<file path="src/sysctl_pkg.sv">
// Shared constants for the system control register bank
package sysctl_pkg;
  // Register select codes for move-to/from-control-register operations
  localparam logic [3:0] SEL_MODE     = 4'h0;
  localparam logic [3:0] SEL_FAULT    = 4'h2;
  localparam logic [3:0] SEL_PAGE     = 4'h3;
  localparam logic [3:0] SEL_EXT      = 4'h4;
  localparam logic [3:0] SEL_PRIO     = 4'h8;
  // Mode control field positions
  localparam int PROT_EN_BIT     = 0;
  localparam int WAIT_MON_BIT    = 1;
  localparam int FPU_ABSENT_BIT  = 2;
  localparam int TASK_SW_BIT     = 3;
  localparam int COPROC_TYPE_BIT = 4;
  localparam int NATIVE_ERR_BIT  = 5;
  localparam int WRITE_PROT_BIT  = 16;
  localparam int ALIGN_MASK_BIT  = 18;
  localparam int NO_WB_BIT       = 29;
  localparam int CACHE_DIS_BIT   = 30;
  localparam int PAGING_EN_BIT   = 31;
  // Page base register reserved field and root alignment
  localparam int PB_RSV_HI        = 51;
  localparam int PB_RSV_LO        = 40;
  localparam int PB_ALIGN         = 12;
  localparam int ROOT_WT_BIT      = 3;
  localparam int ROOT_NOCACHE_BIT = 4;
  // Reset values
  localparam logic [31:0] MODE_RESET  = 32'h0000_0010;
  localparam logic [31:0] TASK_LIMIT_RESET = 32'h0000_FFFF;
  localparam logic [63:0] ZERO64      = 64'h0000_0000_0000_0000;
  // Writable mask of the mode control register
  localparam logic [31:0] MODE_WMASK  = 32'hE005_002F;
  // Privilege levels: kernel may reach control registers, user level gates alignment checks
  localparam logic [1:0]  PRIV_KERNEL = 2'h0;
  localparam logic [1:0]  PRIV_USER   = 2'h3;
endpackage

</file>
<file path="src/fpu_gate.sv">
`timescale 1ns/10ps
// Floating-point availability gate and legacy error pin logic
module fpu_gate
  import sysctl_pkg::*;
(
  input  wire logic SYS_CLK,
  input  wire logic RESET,
  input  wire logic [31:0] mode,
  input  wire logic fp_op,
  input  wire logic fp_exempt,
  input  wire logic wait_op,
  input  wire logic fp_err,
  input  wire logic err_ignore,
  output logic      nm_fault,
  output logic      err_out,
  output logic      stall
);
  logic err_pend_q; // Pending legacy error
  // Lazy context switch fault decision
  always_comb begin
    nm_fault = 1'b0;
    if (fp_op && !fp_exempt && (mode[FPU_ABSENT_BIT] || mode[TASK_SW_BIT])) begin
      nm_fault = 1'b1;
    end else if (wait_op && mode[WAIT_MON_BIT] && mode[TASK_SW_BIT]) begin
      nm_fault = 1'b1;
    end // Else wait runs, even with the task switched flag set
  end
  // Legacy error latch; native mode or ignore input suppresses it
  always_ff @(posedge SYS_CLK) begin
    if (RESET) begin
      err_pend_q <= 1'b0;
    end else if (fp_err && !mode[NATIVE_ERR_BIT] && !err_ignore) begin
      err_pend_q <= 1'b1;
    end else if (mode[NATIVE_ERR_BIT] || err_ignore) begin
      err_pend_q <= 1'b0;
    end
  end
  assign err_out = err_pend_q;
  // Halt before the next waiting float or wait instruction
  assign stall   = err_pend_q && (wait_op || fp_op);
endmodule

</file>
<file path="src/system_control_registers.sv">
`timescale 1ns/10ps
// System control register bank with task selector register
module system_control_registers
  import sysctl_pkg::*;
#(
  parameter int ATTR_W = 12
) (
  // Clock and reset
  input  wire logic        SYS_CLK,
  input  wire logic        RESET,
  // Processor mode
  input  wire logic        LONG64,
  input  wire logic        PROTECTED,
  input  wire logic        V86,
  input  wire logic [1:0]  CURRENT_PRIVILEGE_LEVEL,
  // Control register move operations
  input  wire logic        CR_WR,
  input  wire logic        CR_RD,
  input  wire logic [3:0]  CR_SEL,
  input  wire logic [63:0] CR_WDATA,
  output logic [63:0]      CR_RDATA,
  output logic             CR_RVALID,
  output logic             PROT_FAULT,
  // Task register loads and task switches
  input  wire logic        LOAD_TASK_SEL,
  input  wire logic        TASK_SWITCH,
  input  wire logic [15:0] TASK_SEL_IN,
  input  wire logic [63:0] TASK_BASE_IN,
  input  wire logic [31:0] TASK_LIMIT_IN,
  input  wire logic [ATTR_W-1:0] TASK_ATTR_IN,
  output logic [15:0]      TASK_SEL,
  output logic [63:0]      TASK_BASE,
  output logic [31:0]      TASK_LIMIT,
  output logic [ATTR_W-1:0] TASK_ATTR,
  // Page fault capture and clear of task switched flag
  input  wire logic        PAGE_FAULT,
  input  wire logic [63:0] PAGE_FAULT_ADDR,
  input  wire logic        CLEAR_TS,
  // Floating-point instruction stream
  input  wire logic        FP_OP,
  input  wire logic        FP_EXEMPT,
  input  wire logic        WAIT_OP,
  input  wire logic        FP_ERR,
  input  wire logic        FPU_ERROR_IGNORE_IN,
  output logic             DEV_UNAVAIL_FAULT,
  output logic             FPU_ERROR_OUT,
  output logic             FP_STALL,
  // Decoded controls to the core
  input  wire logic        USER_ALIGN_CHECK,
  output logic             PAGING_ON,
  output logic             CACHE_WB_ALL,
  output logic             ALIGN_CHECK_ON,
  output logic             WRITE_PROTECT,
  output logic [63:0]      PAGE_ROOT,
  output logic [3:0]       PRIORITY_THRESHOLD
);
  // Elaboration checks: attribute field must fit a descriptor word
  if (ATTR_W < 1 || ATTR_W > 16) begin : g_attr_check
    $error("ATTR_W out of range");
  end
  // Reserved page field must sit above the alignment bits
  if (PB_RSV_LO <= PB_ALIGN || PB_RSV_HI > 63) begin : g_page_check
    $error("page base field positions out of range");
  end
  // The fixed type bit must stay outside the write mask
  if (MODE_WMASK[COPROC_TYPE_BIT] != 1'b0) begin : g_mask_check
    $error("write mask covers the fixed type bit");
  end

  logic [31:0] mode_q;       // Mode control register
  logic [63:0] fault_q;      // Fault address register
  logic [63:0] page_q;       // Page base register
  logic [31:0] ext_q;        // Extension enable register, opaque here
  logic [3:0]  prio_q;       // Priority threshold
  logic        priv_ok;      // Access permitted
  logic        sel_ok;       // Selector names a real register
  logic        gp_wr;        // Write would fault
  logic        wr_go;        // Write commits
  logic        rd_go;        // Read answered
  logic        wr_mode;      // Commit to mode control
  logic        wr_fault;     // Commit to fault address
  logic        wr_page;      // Commit to page base
  logic        wr_ext;       // Commit to extension enable
  logic        wr_prio;      // Commit to priority threshold
  logic        nm_c;         // Unavailable fault, combinational
  logic        err_c;        // Legacy error level
  logic        stall_c;      // Halt request
  logic [63:0] rd_c;         // Read mux
  logic [63:0] wdata_c;      // Width-trimmed write data

  // Only privilege zero may touch control registers in protected mode
  assign priv_ok = !PROTECTED || (CURRENT_PRIVILEGE_LEVEL == PRIV_KERNEL);
  // Priority register exists only in long mode
  assign sel_ok  = (CR_SEL == SEL_MODE) || (CR_SEL == SEL_FAULT) ||
                   (CR_SEL == SEL_PAGE) || (CR_SEL == SEL_EXT) ||
                   ((CR_SEL == SEL_PRIO) && LONG64);
  // Outside long mode only the low word counts, prefixes or not
  assign wdata_c = LONG64 ? CR_WDATA : {32'h0000_0000, CR_WDATA[31:0]};

  // Fault decode for a write
  always_comb begin
    // Wrong privilege or a select with no register behind it
    gp_wr = !priv_ok || !sel_ok;
    // Upper half is reserved in mode and extension registers
    if ((CR_SEL == SEL_MODE || CR_SEL == SEL_EXT) && (wdata_c[63:32] != 32'h0000_0000)) begin
      gp_wr = 1'b1;
    end
    // Paging cannot be turned on without protection
    if (CR_SEL == SEL_MODE && wdata_c[PAGING_EN_BIT] && !wdata_c[PROT_EN_BIT]) begin
      gp_wr = 1'b1;
    end
  end
  assign wr_go = CR_WR && !gp_wr;
  // One strobe per register keeps each storage process a plain enable
  assign wr_mode  = wr_go && (CR_SEL == SEL_MODE);
  assign wr_fault = wr_go && (CR_SEL == SEL_FAULT);
  assign wr_page  = wr_go && (CR_SEL == SEL_PAGE);
  assign wr_ext   = wr_go && (CR_SEL == SEL_EXT);
  assign wr_prio  = wr_go && (CR_SEL == SEL_PRIO);
  // A read is answered only when it would not fault
  assign rd_go    = CR_RD && priv_ok && sel_ok;

  // Protection fault pulse for a bad read or write
  always_ff @(posedge SYS_CLK) begin
    if (RESET) begin
      PROT_FAULT <= 1'b0;
    end else begin
      PROT_FAULT <= (CR_WR && gp_wr) || (CR_RD && (!priv_ok || !sel_ok));
    end
  end

  // Mode control: writable bits kept, type bit fixed, task switch sets flag
  always_ff @(posedge SYS_CLK) begin
    if (RESET) begin
      mode_q <= MODE_RESET;
    end else begin
      if (wr_mode) begin
        // Fixed type bit forced back to one on every write
        mode_q <= (wdata_c[31:0] & MODE_WMASK) | MODE_RESET;
      end else if (CLEAR_TS) begin
        mode_q[TASK_SW_BIT] <= 1'b0;
      end
      // Last assignment wins: a task switch outranks clear and write
      if (TASK_SWITCH) begin
        mode_q[TASK_SW_BIT] <= 1'b1;
      end
    end
  end

  // Fault address: page fault capture outranks software write
  always_ff @(posedge SYS_CLK) begin
    if (RESET) begin
      fault_q <= ZERO64;
    end else if (PAGE_FAULT) begin
      fault_q <= PAGE_FAULT_ADDR;
    end else if (wr_fault) begin
      fault_q <= wdata_c;
    end
  end

  // Page base: no width check; reserved bits held zero
  always_ff @(posedge SYS_CLK) begin
    if (RESET) begin
      page_q <= ZERO64;
    end else if (wr_page) begin
      page_q <= wdata_c;
      page_q[PB_RSV_HI:PB_RSV_LO] <= 12'h000;
    end
  end

  // Extension enable storage; its fields are not decoded in this block
  always_ff @(posedge SYS_CLK) begin
    if (RESET) begin
      ext_q <= 32'h0000_0000;
    end else if (wr_ext) begin
      ext_q <= wdata_c[31:0];
    end
  end

  // Priority threshold; only the low four bits are kept
  always_ff @(posedge SYS_CLK) begin
    if (RESET) begin
      prio_q <= 4'h0;
    end else if (wr_prio) begin
      prio_q <= wdata_c[3:0];
    end
  end

  // Task register: reset, selector load, or task switch reload
  always_ff @(posedge SYS_CLK) begin
    if (RESET) begin
      TASK_SEL   <= 16'h0000;
      TASK_BASE  <= ZERO64;
      TASK_LIMIT <= TASK_LIMIT_RESET;
      TASK_ATTR  <= '0;
    end else if (LOAD_TASK_SEL || TASK_SWITCH) begin
      // Old contents overwritten without any save
      TASK_SEL   <= TASK_SEL_IN;
      TASK_BASE  <= LONG64 ? TASK_BASE_IN : {32'h0000_0000, TASK_BASE_IN[31:0]};
      TASK_LIMIT <= TASK_LIMIT_IN;
      TASK_ATTR  <= TASK_ATTR_IN;
    end
  end

  // Read mux; upper half zero outside long mode
  always_comb begin
    // Unused selects read as zero
    rd_c = ZERO64;
    if (CR_SEL == SEL_MODE) begin
      rd_c = {32'h0000_0000, mode_q};
    end else if (CR_SEL == SEL_FAULT) begin
      rd_c = fault_q;
    end else if (CR_SEL == SEL_PAGE) begin
      rd_c = page_q;
    end else if (CR_SEL == SEL_EXT) begin
      rd_c = {32'h0000_0000, ext_q};
    end else if (CR_SEL == SEL_PRIO) begin
      rd_c = {60'h0, prio_q};
    end
    if (!LONG64) begin
      rd_c[63:32] = 32'h0000_0000;
    end
  end

  // Read answer registered one cycle after the request
  always_ff @(posedge SYS_CLK) begin
    if (RESET) begin
      CR_RDATA  <= ZERO64;
      CR_RVALID <= 1'b0;
    end else begin
      CR_RVALID <= rd_go;
      // Refused reads return zero so no register value leaks
      CR_RDATA  <= rd_go ? rd_c : ZERO64;
    end
  end

  // Floating-point gate
  fpu_gate u_fpu (
    .SYS_CLK    (SYS_CLK),
    .RESET      (RESET),
    .mode       (mode_q),
    .fp_op      (FP_OP),
    .fp_exempt  (FP_EXEMPT),
    .wait_op    (WAIT_OP),
    .fp_err     (FP_ERR),
    .err_ignore (FPU_ERROR_IGNORE_IN),
    .nm_fault   (nm_c),
    .err_out    (err_c),
    .stall      (stall_c)
  );

  // Registered floating-point answers from the gate
  always_ff @(posedge SYS_CLK) begin
    if (RESET) begin
      DEV_UNAVAIL_FAULT <= 1'b0;
      FPU_ERROR_OUT     <= 1'b0;
      FP_STALL          <= 1'b0;
    end else begin
      DEV_UNAVAIL_FAULT <= nm_c;
      FPU_ERROR_OUT     <= err_c;
      FP_STALL          <= stall_c;
    end
  end

  // Registered decoded controls; filtering by threshold stays in all modes
  always_ff @(posedge SYS_CLK) begin
    if (RESET) begin
      PAGING_ON          <= 1'b0;
      CACHE_WB_ALL       <= 1'b0;
      ALIGN_CHECK_ON     <= 1'b0;
      WRITE_PROTECT      <= 1'b0;
      PAGE_ROOT          <= ZERO64;
      PRIORITY_THRESHOLD <= 4'h0;
    end else begin
      // Paging only counts with protection on
      PAGING_ON          <= mode_q[PAGING_EN_BIT] && mode_q[PROT_EN_BIT];
      CACHE_WB_ALL       <= !mode_q[CACHE_DIS_BIT] && !mode_q[NO_WB_BIT];
      // All four conditions, in protected or virtual-8086 mode
      ALIGN_CHECK_ON     <= mode_q[ALIGN_MASK_BIT] && USER_ALIGN_CHECK &&
                            (CURRENT_PRIVILEGE_LEVEL == PRIV_USER) &&
                            (PROTECTED || V86);
      WRITE_PROTECT      <= mode_q[WRITE_PROT_BIT];
      // Low twelve root bits always zero, so the root is page aligned
      PAGE_ROOT          <= {page_q[63:PB_ALIGN], 12'h000};
      PRIORITY_THRESHOLD <= prio_q;
    end
  end
endmodule

</file>
<file path="config.mk">
export PLATFORM = sky130hd
export DESIGN_NAME = system_control_registers
export DESIGN_NICKNAME = d
export VERILOG_FILES = /design/src/sysctl_pkg.sv /design/src/fpu_gate.sv /design/src/system_control_registers.sv
export SDC_FILE = /design/constraint.sdc
export NUM_CORES = 1
export LEC_CHECK = 0
export ABC_AREA = 1
export CELL_PAD_IN_SITES_DETAIL_PLACEMENT = 1
export CELL_PAD_IN_SITES_GLOBAL_PLACEMENT = 2
export CORE_AREA = 2 2 211 213
export CTS_BUF_LIST = sky130_fd_sc_hd__clkbuf_2 sky130_fd_sc_hd__clkbuf_4 sky130_fd_sc_hd__clkbuf_8
export DETAILED_ROUTE_END_ITERATION = 8
export DIE_AREA = 0 0 213 215
export DONT_BUFFER_PORTS = 1
export PLACE_DENSITY_LB_ADDON = 0.1
export SLEW_MARGIN = 20
export SYNTH_ARGS = -nofsm -noshare
export SYNTH_HDL_FRONTEND = slang
export SYNTH_SLANG_ARGS = --single-unit
</file>
<file path="constraint.sdc">
create_clock -name SYS_CLK -period 6.11 [get_ports SYS_CLK]
set_clock_uncertainty 0.2 [all_clocks]
set_input_delay 1.5275 -clock SYS_CLK [delete_from_list [all_inputs] [get_ports SYS_CLK]]
set_output_delay 1.5275 -clock SYS_CLK [all_outputs]
set_load 0.01 [all_outputs]
</file>
==> metrics <==
#FFs+latches synth=between 400 and 500; Ports=540; Post-CTS Hold Fix Bufs=0; Int Pwr=4.32 mW; critical path peak fanout=67; Post-synth EDFFs=0; Core ar.=around 44000 um2; register area share after synthesis=roughly 52%; hold crit path type=flip-flop to flip-flop; first-pass GRT wire length=85100 um; Synth area leaders=dfxtp_1 (52%), nand2_1 (12%), nor2_1 (9.4%); vias in the first global route=~14000; CTS sink cnt=404; Mapped Cells=between 2000 and 2500; Gates resized, CTS repair=0; Switching Fraction=25.4%; most common cell after layout, fill and taps aside=nand2_1; Post-Syn Area=15400 um2; wire length per cell=about 21 um; startpoint types=primary input; Starting Density=roughly 35%; Combinational Power Share=about 5.3%; pwr dens=338 nW/um2; Critical Path AT=3.98 ns; FMAX=between 200 and 300 MHz; row count=77; port bufs=0; initial DRC count=between 600 and 700; worst slew pin tran=between 1 and 1.5 ns; die width=about 210 um; Die H=~220 um; synth warn=0; Final nets=2302; setup bufs post-CTS=0; Setup TNS=0 ns; antenna violations before repair=7; status=finished clean; FF/Latch Area=between 8000 and 9000 um2; required time worst endpoint=approximately 6.4 ns; RSZ-0062 raised after global routing=false; Congestion Overflow GR=0; RePlAce Congestion=just under 0.8; htree depth=3; design area=approximately 17000 um2; Area Overhead vs Synth=11.0%; Peak VDD IR=roughly 0.17 mV; dpl cells=between 2000 and 3000; via count=approximately 13000; Post-route DRC=0; Clk pwr share=a little under half; max_slew headroom=30.0%; Syn Area/Cell=~7.4 um2; # Max-Cap Violations=0; Synth top area share=a little over half; Pre-antenna DRT Iters=5; Fillers=between 5000 and 6000; layout cell share with drive strength beyond 1=approximately 7.5%; crit end category=flip-flop; CTS clock-pin slew for the worst setup and hold paths=roughly 0.06 ns; CTS max path bufs=3; Leak=6.91 nW; WS Path Type=primary input to flip-flop; fin cells=2673; Tot Pwr=between 5 and 6 mW; Final Hold Fails=0; largest net degree at the start of global routing=roughly 160; Antenna Violating Nets Remaining=0; ys flop type=dfxtp_1; Switch Pwr=approximately 1.5 mW; Clock Root Buffer=clkbuf_8; Synth area leader=dfxtp_1; Synth async-reset ratio=0%; fin. max-slew vios=0; CTS tree=yes; latest clock arrival within the worst-skew pair=roughly 0.64 ns; Routed WL=56800 um; final worst-path cycle share=approximately 60%; Tot GR Track Use=roughly 25%; dpl cell area=about 16000 um2; Layout Utilization=39.2%; Die ar.=around 46000 um2; Period minus WS final=3.66 ns; Synth cell types=33; area of the multi-input gates=around 6300 um2; CTS Buf Count=between 70 and 80; sequential power share=between 40% and 50%; most frequent cells in the layout=nand2_1 (502), dfxtp_1 (404), nor2_1 (384); dpl hpwl=about 37000 um; # setup viols final=0; DR vias/cell=5.03
-- layer usage --
metal  track usage (%)  wire length (um)
met1              28.5             22800
met2              40.7             27400
met3              8.48              4620
met4              10.6              1970
met5                 0                13
-- through the flow --
stage	hold WS (ns)	worst slack, ns
after CTS	0.217	2.47
after floorplan	0.209	2.76
after global routing	0.242	2.21
final	0.221	2.45
after global placement	0.214	1.89
after detailed placement	0.226	1.77
-- power groups by stage --
stage / Combinational [mW] / Sequential [mW] / Clock [mW]
after floorplan: 0.275 / 2.85 / 0
after global placement: 0.303 / 2.88 / 0
final: 0.309 / 2.82 / 2.65
after detailed placement: 0.314 / 2.88 / 0
after CTS: 0.314 / 2.82 / 2.74
after global routing: 0.359 / 2.83 / 2.86
-- critical path, cell delays in order --
cell     delay, ns
nor2_1        0.17
nand2_1       0.16
nand2_1       0.09
inv_1         0.04
nand2_1       0.07
nand2_1       0.11
nor2_2        0.23
nand2_2       0.11
nor2_4        0.39
nand2_4       0.62
a21oi_1       0.36
nor2_1        0.07
-- cells by family (layout without fill, tap and decap cells) --
group,Yosys count,after routing,share of synthesized area [%]
AO/OA/AOI/OAI,347,347,12.2
buffers and inverters,272,238,7.62
flip-flops,404,404,52.4
other,1,29,0.0243
AND/OR/NAND/NOR,1063,1063,27.8
-- Yosys cell counts (3+ instances only) --
master    instances
inv_1            96
nand2_1         503
a221oi_1          6
nand4_1           3
nor2_2            3
buf_4            27
clkbuf_1        107
a21oi_1         151
buf_6             4
buf_2            19
nand3b_1         16
nor3b_1           3
o21ai_0         140
a41oi_1           5
nand3_1         131
o32ai_1          11
dfxtp_1         404
nor3_1           10
o31ai_1           9
nor2_1          387
a31oi_1          20
buf_1            15
nand2_2           3
-- path summary, 6_finish.rpt --
check	start	endpoint	slack, ns	cells after the start
worst max register to register	prio_q[3]	CR_RDATA[3]	4.91	4
worst min-delay path	fault_q[45]	CR_RDATA[45]	0.22	2
worst min register to register	fault_q[45]	CR_RDATA[45]	0.22	2
worst max-delay path	CR_SEL[1]	page_q[58]	2.45	12
-- cell type report --
| cell class | count | area share (%) |
|---|---|---|
| well taps | 592 | 4.33 |
| flip-flops and latches | 404 | 47.2 |
| clock buffers | 111 | 8.12 |
| clock inverters | 14 | 0.658 |
| diodes | 5 | 0.0731 |
| inverters | 100 | 2.23 |
| repair buffers | 13 | 0.592 |
| multi-input cells | 1434 | 36.8 |
-- state kept, by name, summed over array words and instances (netlist names), 4 cells and up --
| name | cells |
|---|---|
| TASK_ATTR | 12 |
| fault_q | 64 |
| ext_q | 32 |
| prio_q | 4 |
| PRIORITY_THRESHOLD | 4 |
| TASK_SEL | 16 |
| CR_RDATA | 64 |
| PAGE_ROOT | 40 |
| mode_q | 10 |
| TASK_BASE | 64 |
| page_q | 52 |
| TASK_LIMIT | 32 |
Note: power is estimated with default switching activity, not from simulation.
